**src/hw/irq_en_pkg.sv**
```systemverilog
/*
 * constants and carriers for the interrupt-enable block
 * assumes: included before the design module
 */
package irq_en_pkg;
   localparam int          WORD_BITS      = 16;
   localparam int          ADDR_HI        = 15;
   localparam int          ADDR_LO        = 14;
   localparam logic [1:0]  ADDR_IRQ_EN    = 2'h1;
   localparam int          RDSEL_BIT      = 13;
   localparam int          NOWR_BIT       = 12;
   localparam int          NSRC           = 12;
   localparam int          B_OVF          = 11;
   localparam int          B_THERM        = 10;
   localparam int          B_GND          = 9;
   localparam int          B_SPICNT       = 8;
   localparam int          B_BAT          = 7;
   localparam int          B_REG          = 6;
   localparam int          B_HSF          = 5;
   localparam int          B_SBF          = 4;
   localparam int          B_LOCAL        = 3;
   localparam int          B_DOGRS        = 2;
   localparam int          B_HSW          = 1;
   localparam int          B_SBW          = 0;
   localparam logic [11:0] EN_RESET       = 12'h000;
   localparam logic [11:0] CAUSE_RESET    = 12'h000;
   localparam logic [4:0]  CNT_GOOD       = 5'h10;
   localparam logic [1:0]  XCVR_ACTIVE    = 2'h3;
   localparam logic [1:0]  XCVR_ONLINE    = 2'h2;
   localparam logic [1:0]  XCVR_LISTEN    = 2'h1;
   localparam logic [1:0]  XCVR_OFFLINE   = 2'h0;

   typedef enum logic [2:0] {
      MODE_STARTUP, MODE_RESTART, MODE_STANDBY, MODE_NORMAL, MODE_FLASH,
      MODE_OTHER
   } sys_mode_e;

   // raw event inputs from the rest of the chip
   typedef struct packed {
      logic       wdog_overflow;
      logic       wdog_restart_off;
      logic       temp_warn;
      logic       gnd_shift;
      logic       sense_in;
      logic       core_supply_ok;
      logic       transceiver_supply_ok;
      logic       aux_supply_ok;
      logic [3:0] hs_fail_code;
      logic [1:0] sb_fail_code;
      logic       hs_wake;
      logic       sb_wake;
      logic       hs_active;
      logic       sb_active;
   } evt_s;
endpackage

```
**src/hw/irq_en_logic.sv**
```systemverilog
/*
 * interrupt-enable logic: spi command decode, enable register, cause
 * register, reset requests and transceiver state reporting
 * assumes: spi pins and the wake pin are asynchronous to mclk; event
 * inputs in evt come from logic already on mclk
 */
`timescale 1ns/1ps
`default_nettype none

// Operation
// - command top bits 01 address enable register
// - bit 13 picks cause or enable readback
// - bit 12 set suppresses enable write
// - overflow enable: interrupt, else reset in standby
// - overflow event clears its enable bit
// - temperature warning change raises interrupt if enabled
// - ground shift change raises interrupt if enabled
// - bad clock count: interrupt, reset in startup/restart
// - bad clock count access is discarded
// - sense falling edge raises interrupt if enabled
// - supply diagnosis falling raises interrupt if enabled
// - bus fault code change raises interrupt
// - sub-bus fault code change raises interrupt
// - wake falling edge interrupt in normal/flash/standby
// - wake disabled: reset in standby only
// - watchdog restart while off raises interrupt
// - bus wake interrupt in standby, in normal/flash unless transceiver active
// - bus wake disabled: reset in standby
// - sub-bus wake interrupt in standby, in normal/flash unless active
// - sub-bus wake disabled: reset in standby
// - low diagnosis bits report transceiver state
// - supply diagnosis set again on reactivation
// - cause clears on read, new events kept
// - wake input needs global enable
module irq_en_logic
   import irq_en_pkg::*;
#(
   parameter int W = WORD_BITS
) (
   input  wire logic         mclk,
   input  wire logic         nrst,
   input  wire logic         spi_sck,
   input  wire logic         spi_cs_n,
   input  wire logic         spi_mosi,
   output logic              spi_miso,
   input  wire logic         wake_pin,
   input  wire logic         wake_global_en,
   input  wire logic         transceiver_supply_on,
   input  wire sys_mode_e    mode,
   input  wire evt_s         evt,
   output logic              irq_out_low,
   output logic              reset_req,
   output logic [1:0]        transceiver_state_code,
   output logic              transceiver_supply_ok,
   output logic [NSRC-1:0]   irq_enable_readback
);

   ////////////////////////////////////////////////////////////////////////
   // synchronisers for pins: first stage read only by the second
   logic [2:0] s1_r, s2_r, s3_r;
   logic [2:0] s1_nxt, s2_nxt, s3_nxt;
   always_comb begin
      s1_nxt = {spi_sck, spi_cs_n, wake_pin};
      s2_nxt = s1_r;
      s3_nxt = s2_r;
   end
   always_ff @(posedge mclk or negedge nrst) begin
      if (!nrst) begin
         // sck parks low, select and wake idle high: no false edges
         s1_r <= 3'h3;
         s2_r <= 3'h3;
         s3_r <= 3'h3;
      end else begin
         s1_r <= s1_nxt;
         s2_r <= s2_nxt;
         s3_r <= s3_nxt;
      end
   end
   logic sck_rise, sck_fall, cs_fall, cs_rise, wake_fall, cs_n_s;
   assign sck_rise  = s2_r[2] & ~s3_r[2];
   assign sck_fall  = ~s2_r[2] & s3_r[2];
   assign cs_fall   = ~s2_r[1] & s3_r[1];
   assign cs_rise   = s2_r[1] & ~s3_r[1];
   assign cs_n_s    = s2_r[1];
   assign wake_fall = ~s2_r[0] & s3_r[0];

   // mosi sampled through two flops as well; sck is slow enough
   logic mosi1_r, mosi2_r;
   always_ff @(posedge mclk or negedge nrst) begin
      if (!nrst) begin
         mosi1_r <= 1'b0;
         mosi2_r <= 1'b0;
      end else begin
         mosi1_r <= spi_mosi;
         mosi2_r <= mosi1_r;
      end
   end

   ////////////////////////////////////////////////////////////////////////
   // spi shift path and command execution
   logic [W-1:0]    sh_r, sh_nxt, tx_r, tx_nxt;
   logic [4:0]      cnt_r, cnt_nxt;
   logic [NSRC-1:0] en_r, en_nxt, cause_r, cause_nxt;
   logic            miso_r, miso_nxt;
   logic            good_frame, addr_hit, cause_read, bad_count;
   logic [NSRC-1:0] ev;
   logic            ovf_reset, local_reset, hs_reset, sb_reset, cnt_reset;

   assign good_frame = cs_rise && (cnt_r == CNT_GOOD);
   assign bad_count  = cs_rise && (cnt_r != CNT_GOOD);
   assign addr_hit   = good_frame &&
                       (sh_r[ADDR_HI:ADDR_LO] == ADDR_IRQ_EN);
   // cause is cleared by the read that happened in this frame
   assign cause_read = addr_hit && sh_r[RDSEL_BIT];

   // readback image: the enable view is loaded at frame start; once the
   // third bit marks a cause read of this register, the data field is
   // swapped for the cause image before its first bit leaves. shown_r
   // keeps the bits that went out, so a read clears only what the host
   // saw and an event arriving mid-frame survives
   logic [NSRC-1:0] shown_r, shown_nxt;
   logic [2:0]      head;
   always_comb begin
      sh_nxt    = sh_r;
      tx_nxt    = tx_r;
      cnt_nxt   = cnt_r;
      miso_nxt  = miso_r;
      shown_nxt = shown_r;
      head      = {sh_r[1:0], mosi2_r};
      if (cs_fall) begin
         cnt_nxt   = 5'h00;
         shown_nxt = '0;
         tx_nxt    = {ADDR_IRQ_EN, 2'h0, en_r};
         miso_nxt  = tx_nxt[W-1];
      end else if (!cs_n_s && sck_rise) begin
         sh_nxt  = {sh_r[W-2:0], mosi2_r};
         if (cnt_r != 5'h1f)
            cnt_nxt = cnt_r + 5'h01;
         // two bits already shifted out, so the field sits at 13:2
         if (cnt_r == 5'h02 && head == {ADDR_IRQ_EN, 1'b1}) begin
            tx_nxt[NSRC+1:2] = cause_r;
            shown_nxt        = cause_r;
         end
      end else if (!cs_n_s && sck_fall) begin
         tx_nxt   = {tx_r[W-2:0], 1'b0};
         miso_nxt = tx_nxt[W-1];
      end
      // a bit set again after it was sent is not cleared by this read
      shown_nxt = shown_nxt & ~ev;
   end
   always_ff @(posedge mclk or negedge nrst) begin
      if (!nrst) begin
         sh_r    <= '0;
         tx_r    <= '0;
         cnt_r   <= 5'h00;
         miso_r  <= 1'b0;
         shown_r <= '0;
      end else begin
         sh_r    <= sh_nxt;
         tx_r    <= tx_nxt;
         cnt_r   <= cnt_nxt;
         miso_r  <= miso_nxt;
         shown_r <= shown_nxt;
      end
   end
   assign spi_miso = miso_r;

   ////////////////////////////////////////////////////////////////////////
   // previous values for change detection
   logic       tw_r, gs_r, sense_r, ovf_r, rst_r;
   logic [2:0] sup_r;
   logic [3:0] hsf_r;
   logic [1:0] sbf_r;
   logic       hsw_r, sbw_r, dr_r;
   always_ff @(posedge mclk or negedge nrst) begin
      if (!nrst) begin
         tw_r  <= 1'b0;
         gs_r  <= 1'b0;
         sense_r <= 1'b1;
         sup_r <= 3'h7;
         hsf_r <= 4'h0;
         sbf_r <= 2'h0;
         ovf_r <= 1'b0;
         hsw_r <= 1'b0;
         sbw_r <= 1'b0;
         dr_r  <= 1'b0;
      end else begin
         tw_r  <= evt.temp_warn;
         gs_r  <= evt.gnd_shift;
         sense_r <= evt.sense_in;
         sup_r <= {evt.core_supply_ok, evt.transceiver_supply_ok,
                   evt.aux_supply_ok};
         hsf_r <= evt.hs_fail_code;
         sbf_r <= evt.sb_fail_code;
         ovf_r <= evt.wdog_overflow;
         hsw_r <= evt.hs_wake;
         sbw_r <= evt.sb_wake;
         dr_r  <= evt.wdog_restart_off;
      end
   end

   ////////////////////////////////////////////////////////////////////////
   // event detection and reset requests
   logic wake_ok, in_std, in_nfs, in_boot, ovf_ev, hsw_ev, sbw_ev, lw_ev;
   assign in_std  = (mode == MODE_STANDBY);
   assign in_nfs  = in_std || mode == MODE_NORMAL || mode == MODE_FLASH;
   assign in_boot = (mode == MODE_STARTUP) || (mode == MODE_RESTART);
   assign wake_ok = wake_global_en;
   assign ovf_ev  = evt.wdog_overflow & ~ovf_r;
   assign hsw_ev  = evt.hs_wake & ~hsw_r;
   assign sbw_ev  = evt.sb_wake & ~sbw_r;
   assign lw_ev   = wake_fall & wake_ok;
   always_comb begin
      ev = '0;
      ev[B_OVF]    = ovf_ev & in_std & en_r[B_OVF];
      ev[B_THERM]  = (evt.temp_warn ^ tw_r) & en_r[B_THERM];
      ev[B_GND]    = (evt.gnd_shift ^ gs_r) & en_r[B_GND];
      ev[B_SPICNT] = bad_count & en_r[B_SPICNT] & ~in_boot;
      ev[B_BAT]    = ~evt.sense_in & sense_r & en_r[B_BAT];
      ev[B_REG]    = (|(sup_r & ~{evt.core_supply_ok,
                       evt.transceiver_supply_ok, evt.aux_supply_ok}))
                     & en_r[B_REG];
      ev[B_HSF]    = (evt.hs_fail_code != hsf_r) & en_r[B_HSF];
      ev[B_SBF]    = (evt.sb_fail_code != sbf_r) & en_r[B_SBF];
      ev[B_LOCAL]  = lw_ev & in_nfs & en_r[B_LOCAL];
      ev[B_DOGRS]  = evt.wdog_restart_off & ~dr_r & en_r[B_DOGRS];
      ev[B_HSW]    = hsw_ev & en_r[B_HSW] &
                     (in_std | (in_nfs & ~evt.hs_active));
      ev[B_SBW]    = sbw_ev & en_r[B_SBW] &
                     (in_std | (in_nfs & ~evt.sb_active));
   end
   assign ovf_reset   = ovf_ev & in_std & ~en_r[B_OVF];
   assign cnt_reset   = bad_count & en_r[B_SPICNT] & in_boot;
   assign local_reset = lw_ev & in_std & ~en_r[B_LOCAL];
   assign hs_reset    = hsw_ev & in_std & ~en_r[B_HSW];
   assign sb_reset    = sbw_ev & in_std & ~en_r[B_SBW];

   ////////////////////////////////////////////////////////////////////////
   // enable and cause registers; a set always beats the read clear
   logic rst_nxt;
   always_comb begin
      en_nxt = en_r;
      if (addr_hit && !sh_r[NOWR_BIT])
         en_nxt = sh_r[NSRC-1:0];
      if (ovf_ev)
         en_nxt[B_OVF] = 1'b0;
      cause_nxt = (cause_read ? cause_r & ~shown_r : cause_r) | ev;
      rst_nxt   = ovf_reset | cnt_reset | local_reset |
                  hs_reset | sb_reset;
   end
   always_ff @(posedge mclk or negedge nrst) begin
      if (!nrst) begin
         en_r    <= EN_RESET;
         cause_r <= CAUSE_RESET;
         rst_r   <= 1'b0;
      end else begin
         en_r    <= en_nxt;
         cause_r <= cause_nxt;
         rst_r   <= rst_nxt;
      end
   end
   assign irq_out_low         = ~(|cause_r);
   assign reset_req           = rst_r;
   assign irq_enable_readback = en_r;

   // transceiver state and supply diagnosis reporting
   always_ff @(posedge mclk or negedge nrst) begin
      if (!nrst) begin
         transceiver_state_code <= XCVR_OFFLINE;
         transceiver_supply_ok  <= 1'b1;
      end else begin
         transceiver_state_code <= !transceiver_supply_on ? XCVR_OFFLINE :
            evt.hs_active ? XCVR_ACTIVE : XCVR_ONLINE;
         if (!evt.transceiver_supply_ok)
            transceiver_supply_ok <= 1'b0;
         else if (transceiver_supply_on)
            transceiver_supply_ok <= 1'b1;
      end
   end

   ////////////////////////////////////////////////////////////////////////
   a_ovf_clear: assert property (@(posedge mclk) disable iff (!nrst)
      ovf_ev |=> !en_r[B_OVF]) else $error("overflow enable kept");
   a_bad_nowrite: assert property (@(posedge mclk) disable iff (!nrst)
      bad_count && !ovf_ev |=> en_r == $past(en_r))
      else $error("bad frame wrote");
   a_ro_keep: assert property (@(posedge mclk) disable iff (!nrst)
      addr_hit && sh_r[NOWR_BIT] && !ovf_ev |=> $stable(en_r))
      else $error("read only wrote");
   a_write_load: assert property (@(posedge mclk) disable iff (!nrst)
      addr_hit && !sh_r[NOWR_BIT] && !ovf_ev |=>
      en_r == $past(sh_r[NSRC-1:0])) else $error("enable not loaded");
   a_event_kept: assert property (@(posedge mclk) disable iff (!nrst)
      |ev |=> |cause_r) else $error("event lost");
   a_ovf_reset: assert property (@(posedge mclk) disable iff (!nrst)
      ovf_reset |=> reset_req) else $error("no overflow reset");
   a_local_gate: assert property (@(posedge mclk) disable iff (!nrst)
      !wake_global_en |-> !ev[B_LOCAL] && !local_reset)
      else $error("wake ungated");
   a_irq_pin: assert property (@(posedge mclk) disable iff (!nrst)
      ev[B_THERM] |=> !irq_out_low) else $error("irq not raised");
   a_read_clear: assert property (@(posedge mclk) disable iff (!nrst)
      cause_read |=>
      (cause_r & $past(shown_r)) == ($past(ev) & $past(shown_r)))
      else $error("cause not cleared");
endmodule
`default_nettype wire

```
**config.mk**
```make
export PLATFORM = sky130hd
export DESIGN_NAME = irq_en_logic
export DESIGN_NICKNAME = d
export VERILOG_FILES = /design/src/hw/irq_en_pkg.sv /design/src/hw/irq_en_logic.sv
export SDC_FILE = /design/constraint.sdc
export NUM_CORES = 1
export LEC_CHECK = 0
export ABC_AREA = 1
export CAP_MARGIN = 20
export CORE_ASPECT_RATIO = 1.25
export CORE_MARGIN = 8
export CORE_UTILIZATION = 45
export CTS_BUF_LIST = sky130_fd_sc_hd__clkbuf_4
export DETAILED_ROUTE_END_ITERATION = 12
export DONT_BUFFER_PORTS = 1
export HOLD_SLACK_MARGIN = 0.03
export PLACE_DENSITY = 0.65
export RECOVER_POWER = 25
export SKIP_LAST_GASP = 1
export SYNTH_ARGS = -nofsm -noshare
export SYNTH_HDL_FRONTEND = slang
export SYNTH_SLANG_ARGS = --single-unit
export TNS_END_PERCENT = 10
```
**constraint.sdc**
```tcl
create_clock -name mclk -period 1.64 [get_ports mclk]
set_clock_uncertainty 0.05 [all_clocks]
set_input_delay 0.082 -clock mclk [delete_from_list [all_inputs] [get_ports mclk]]
set_output_delay 0.082 -clock mclk [all_outputs]
set_load 0.05 [all_outputs]
```
==> metrics, run 1 <==
post-synthesis cell type count=24; endpoints failing hold=104; sequential cell area in the final layout=0.00262 sq mm; cells taking the most area after synthesis=sky130_fd_sc_hd__dfrtp_1, sky130_fd_sc_hd__nand2_1, sky130_fd_sc_hd__dfstp_2; Total Routing Usage GR=16.3%; core area=0.0100 sq mm; area growth from synthesis to layout=19.0%; wire length per cell=14.2 um; post-route non-filler standard cell count=748; Worst Setup End Kind=output pin; number of antenna violations at the first check in global routing=0; number of global-route vias before repair=3,759; post-synthesis cell count=555; cell total after placement=695; Final Instance Area=0.00547 sq mm; sequence of cells on the critical path=nor2_1 -> nand4_1 -> nor4_2 -> buf_4; Hold Path Class=input pin to async pin; Mean Syn Cell Area=8.28 sq um; buffers plus inverters on the worst setup path=1; Arrival @ worst endpoint=1590 ps; slew at the pin closest to its max-slew limit=453 ps; run status=complete, but fails checks; Layout Nets=647; number of detailed-route iterations in the first pass=4; drt drc=0; most frequent cell after synthesis=sky130_fd_sc_hd__nand2_1; worst-skew pair later-pin latency=450 ps; number of synthesized flops with an enable pin=0; maximum fanout encountered on the critical timing path=4; Multi-input gate area=0.00163 sq mm; buffers from clock root to sink, at most=2; total of fill cells in the finished design=913; total inserted antenna cells=0; IO Count=47; top-area cell type share of the netlist area=50.6%; number of standard-cell rows in the floorplan=41; H-tree lvl count=3; initial core utilization=45.9%; CP Class=flip-flop to output pin; placed cell areas=0.00493 sq mm; number of buffers created by CTS=9; Pwr per Cell Area=865 mW/mm^2; part of the cycle the worst path needs=105%; RSZ-0062 raised after global routing=true; FMAX=581 MHz; CP peak stage delay=460 ps; post-DP HPWL=7.41 mm; worst max-slew margin expressed relative to the limit=69.8%; Synthesized Nets=588; pre-CTS worst setup slack=12.2 ps; failing checks=hold timing, setup timing; leak pwr=2.65 nW; required time at the endpoint of the critical path=1510 ps; initial DRC count=201; cell family with the largest share of critical-path delay=flip-flops; worst supply voltage drop on vdd=445 uV; netlist area before placement=0.00460 sq mm; minimum clock period=1720 ps; Final Slew Violations=0; count of buffers inserted at the top-level ports=0; final setup TNS=-82.5 ps; cell type with the largest total area after synthesis=sky130_fd_sc_hd__dfrtp_1; Hold Slack=-740 ps; clock-pin slew reported for the worst setup and hold paths after clock tree synthesis=150 ps; r2r setup slk=10 ps; Synth Register Bits=104; clock root buffer master=sky130_fd_sc_hd__clkbuf_4; Slowest-stage cell, CP=sky130_fd_sc_hd__dfrtp_1; maximum number of pins on one net before global-route repair=105; first-pass GRT wire length=17.9 mm; Die Y=129 um; final setup violating endpoints=1; die width=106 um; final setup margin=-82.5 ps; area of the die=0.0137 sq mm; ys flop type=sky130_fd_sc_hd__dfrtp_1; antenna-violating nets left=0; routed vias/inst=5.03; final core utilization=54.7%; max-cap viol count=0; clock sink count=104; synth cell count leaders=sky130_fd_sc_hd__nand2_1, sky130_fd_sc_hd__dfrtp_1, sky130_fd_sc_hd__inv_1; CTS tree=built; routed wire length=10.6 mm; Seq/Total Area, Yosys=56.9%; Final GP Congestion=0.779; final global-route overflow total=0; Warnings, synthesis=0; async set or reset register ratio after synthesis=100%; overall via count from detail_route=3,759; element type at the critical path start=flip-flop; fraction of final layout cells with drive strength greater than 1=12.1%
==> final timing paths <==
kind,from,endpoint,cells past startpoint
min in group mclk,evt[7],cause_r[5],7
setup / recovery,cause_r[3],irq_out_low,4
hold reg to reg,s1_r[0],s2_r[0],0
setup reg to reg,cnt_r[1],cnt_r[3],8
max in group asynchronous,nrst,s2_r[1],0
hold / removal,nrst,ovf_r,0
==> cell usage in the layout (no fill, tap or decap) <==
| cell | instances |
|---|---|
| sky130_fd_sc_hd__a21oi_1 | 7 |
| sky130_fd_sc_hd__buf_12 | 3 |
| sky130_fd_sc_hd__buf_4 | 30 |
| sky130_fd_sc_hd__buf_6 | 1 |
| sky130_fd_sc_hd__bufinv_16 | 2 |
| sky130_fd_sc_hd__clkbuf_4 | 12 |
| sky130_fd_sc_hd__clkinv_1 | 1 |
| sky130_fd_sc_hd__clkinvlp_4 | 1 |
| sky130_fd_sc_hd__dfrtp_1 | 93 |
| sky130_fd_sc_hd__dfstp_2 | 11 |
| sky130_fd_sc_hd__dlygate4sd3_1 | 33 |
| sky130_fd_sc_hd__ha_1 | 4 |
| sky130_fd_sc_hd__inv_1 | 69 |
| sky130_fd_sc_hd__inv_2 | 4 |
| sky130_fd_sc_hd__nand2_1 | 162 |
| sky130_fd_sc_hd__nand2_2 | 3 |
| sky130_fd_sc_hd__nand3_1 | 55 |
| sky130_fd_sc_hd__nand3_2 | 1 |
| sky130_fd_sc_hd__nand4_1 | 16 |
| sky130_fd_sc_hd__nor2_1 | 50 |
| sky130_fd_sc_hd__nor2_2 | 4 |
| sky130_fd_sc_hd__nor2_4 | 2 |
| sky130_fd_sc_hd__nor3_1 | 4 |
| sky130_fd_sc_hd__nor4_2 | 1 |
| sky130_fd_sc_hd__o21ai_0 | 40 |
| sky130_fd_sc_hd__o21ai_1 | 5 |
| sky130_fd_sc_hd__o21bai_1 | 4 |
| sky130_fd_sc_hd__o31ai_1 | 1 |
==> metrics by stage <==
| stage | hold slack (ps) | power, W |
|---|---|---|
| floorplan | -264 | 0.00311 |
| global placement | -260 | 0.00321 |
| detailed placement | -260 | 0.00323 |
| CTS | -773 | 0.00476 |
| global route | -774 | 0.00492 |
| finish | -740 | 0.00473 |
==> per-layer routing <==
layer / up-vias / global-route usage [%] / share of wire, %
met4: 0 / 6.14 / 2.0
li1: 1869 / - / -
met1: 1810 / 19.0 / 42
met2: 64 / 28.4 / 52
met5: - / 0 / 0
met3: 16 / 3.90 / 4.0
==> cells by family after synthesis <==
kind of cell	share of synthesized area, %
and+or+nand+nor	27.5
buffers and inverters	8.00
DFF	56.9
adders and majority gates	1.09
AOI/OAI and AO/OA	6.48
==> registers in the layout, indices dropped and copies added (netlist names), 2 cells and up <==
signal	cells
sh_r	16
tx_r	15
cause_r	12
irq_enable_readback	12
shown_r	12
cnt_r	5
hsf_r	4
s1_r	3
s2_r	3
s3_r	3
sup_r	3
sbf_r	2
transceiver_state_code	2
==> power breakdown <==
part,switching (W),internal [W]
Clock,0.000808,0.000667
Sequential,0.0000983,0.00271
Combinational,0.000250,0.000194
==> final cells by class <==
class | count | share of cell area (%)
well taps | 129 | 2.95
flip-flops and latches | 104 | 47.8
multi-input cells | 359 | 29.8
inverters | 73 | 5.01
repair buffers | 67 | 11.5
clock inverters | 4 | 1.30
clock buffers | 12 | 1.65
==> what timing repair did <==
item | in CTS | in global routing
gates resized for setup | 0 | 10
hold buffers | 32 | 2
endpoints found under the hold margin | 153 | 105
buffers inserted | 3 | 1
pin swaps | 0 | 1
setup endpoints to repair | 7 | 53
No activity file was read; power rests on OpenSTA's default activity.
==> inputs of run 2 (changes only) <==
Settings changed: CORE_UTILIZATION 45 to 29, PLACE_DENSITY 0.65 to 0.48.
==> metrics, run 2 (synthesized netlist as in run 1, its figures left out) <==
most used routing layer in global routing=met2; count of buffers inserted at the top-level ports=0 (unchanged); die width=129 um (+21%); post-DP HPWL=8.39 mm (+13%); met3 usage in global routing=2.08% (-1.8 points); Die Y=157 um (+22%); max-cap viol count=0 (unchanged); final setup violating endpoints=1 (unchanged); post-route non-filler standard cell count=834 (+11%); number of detailed-route iterations in the first pass=5 (+1); worst-skew pair later-pin latency=450 ps (about the same); initial DRC count=178 (-11%); antenna-violating nets left=0 (unchanged); CP peak stage delay=450 ps (about the same); Final Slew Violations=0 (unchanged); maximum number of pins on one net before global-route repair=105 (unchanged); CP Class=flip-flop to output pin; Layout Nets=649 (+0.31%); flip-flop count of the largest register, all copies and words added=16 (unchanged); Crit Reg-Reg Startpoint=cnt_r[1]; routed vias/inst=4.52 (-10%); slew at the pin closest to its max-slew limit=463 ps (+9.24 ps); worst reg-to-reg path cell count=9 (+1); endpoints failing hold=104 (unchanged); buffers plus inverters on the worst setup path=1 (unchanged); worst max-slew margin expressed relative to the limit=69.2% (-0.62 points); IO Count=47 (unchanged); number of global-route vias before repair=3,856 (+2.6%); area of the die=0.0202 sq mm (+47%); number of antenna violations at the first check in global routing=1 (+1); Worst Setup End Kind=output pin; cell total after placement=783 (+13%); r2r setup slk=40 ps (+30 ps); Hold Path Class=input pin to async pin; fraction of final layout cells with drive strength greater than 1=13.2% (+1.1 points); sequence of cells on the critical path=nor2_1 -> nand2_1 -> nor4_2 -> buf_4; Slowest-stage cell, CP=sky130_fd_sc_hd__dfrtp_1; clock-pin slew reported for the worst setup and hold paths after clock tree synthesis=160 ps (about the same); required time at the endpoint of the critical path=1510 ps (about the same); highest-count cells in the layout ignoring fill and taps=sky130_fd_sc_hd__nand2_1, sky130_fd_sc_hd__dfrtp_1, sky130_fd_sc_hd__inv_1, sky130_fd_sc_hd__nand3_1, sky130_fd_sc_hd__nor2_1; initial core utilization=29.5% (-16 points); part of the cycle the worst path needs=106% (+1.1 points); Hold Slack=-737 ps (+2.98 ps); Hold Buf Count CTS=29 (-9.4%); H-tree lvl count=3 (unchanged); first-pass GRT wire length=19.4 mm (+8.5%); FMAX=574 MHz (-1.1%); run status=complete, but fails checks; number of buffers created by CTS=9 (unchanged); routed wire length=11.8 mm (+11%); final core utilization=35.6% (-19 points); drt drc=0 (unchanged); placed cell areas=0.00507 sq mm (+2.9%); worst supply voltage drop on vdd=439 uV (-1.4%); leak pwr=2.64 nW (-0.44%); buffers from clock root to sink, at most=2 (unchanged); total of fill cells in the finished design=1,656 (+81%); clock root buffer master=sky130_fd_sc_hd__clkbuf_4; number of standard-cell rows in the floorplan=51 (+24%); Pwr per Cell Area=793 mW/mm^2 (-8.3%); core area=0.0156 sq mm (+56%); final global-route overflow total=0 (unchanged); Arrival @ worst endpoint=1610 ps (+20 ps); register containing the most flip-flops in the final layout=sh_r; Final GP Congestion=0.794 (+1.9%); Final Instance Area=0.00555 sq mm (+1.4%); final setup margin=-101 ps (-18.8 ps); element type at the critical path start=flip-flop; maximum fanout encountered on the critical timing path=4 (unchanged); Crit Reg-Reg Endpoint=tx_r[2]; clock sink count=104 (unchanged); CTS tree=built; leading cell type in the layout, fill and taps excluded=sky130_fd_sc_hd__nand2_1; minimum clock period=1740 ps (+18.8 ps); global-route track usage on met1=14.5% (-4.5 points); RSZ-0062 raised after global routing=true; registers with the highest flip-flop counts=sh_r (16), tx_r (15); failing checks=hold timing, setup timing; overall via count from detail_route=3,767 (+0.21%); cell family with the largest share of critical-path delay=flip-flops; wire length per cell=14.2 um (-0.12%); area growth from synthesis to layout=20.7%; global routing usage on met2=21.3% (-7.1 points); Total Routing Usage GR=12.2% (-4.1 points)
-- run 2: how the worst max path moves through the flow --
stage | end | start | cells past startpoint
floorplan | irq_out_low | cause_r[0] | 3
global placement | cause_r[5] | cnt_r[1] | 8
detailed placement | cause_r[11] | cnt_r[1] | 8
CTS | irq_out_low | cause_r[2] | 4
global route | irq_out_low | cause_r[4] | 4
finish | irq_out_low | cause_r[2] | 4
-- run 2: layout make-up --
| cell class | instances | area [sq um] | area share [%] |
|---|---|---|---|
| Timing Repair Buffer | 69 | 632 | 11.4 |
| Clock inverter | 7 | 37.5 | 0.677 |
| Antenna cell | 1 | 2.50 | 0.0451 |
| Clock buffer | 9 | 67.6 | 1.22 |
| Inverter | 73 | 274 | 4.94 |
| Tap cell | 212 | 265 | 4.78 |
| Multi-Input combinational cell | 359 | 1650 | 29.8 |
| Sequential cell | 104 | 2620 | 47.2 |
-- run 2: timing repair --
item | 4_1_cts | 5_1_grt
endpoints found under the hold margin | 152 | 104
gates resized for setup | 0 | 15
setup buffers | 0 | 4
gates cloned | 0 | 1
pin swaps | 0 | 1
endpoints found under the setup margin | 12 | 53
-- run 2: routing by layer --
| metal | vias to the layer above | share of wire (%) |
|---|---|---|
| li1 | 1867 | - |
| met3 | 17 | 2.7 |
| met4 | 0 | 2.4 |
| met2 | 62 | 52 |
| met1 | 1821 | 43 |
| met5 | - | 0 |
-- run 2: per-stage QoR --
step,worst slack [ps],total power [W],hold WS [ps],TNS (ps)
3_5_place_dp,-23.6,0.00323,-261,-63.9
4_1_cts,-158,0.00445,-784,-494
5_1_grt,-232,0.00463,-787,-2250
6_report,-101,0.00440,-737,-101
3_3_place_gp,48.3,0.00322,-260,0
2_1_floorplan,44.7,0.00311,-264,0
-- run 2: report_power, final --
part	switching (W)	total [W]	internal, W	leakage (nW)
logic	0.000255	0.000442	0.000187	1.28
registers	0.000100	0.00281	0.00271	1.29
clock network	0.000846	0.00114	0.000299	0.0586
total	0.00120	0.00440	0.00320	2.64
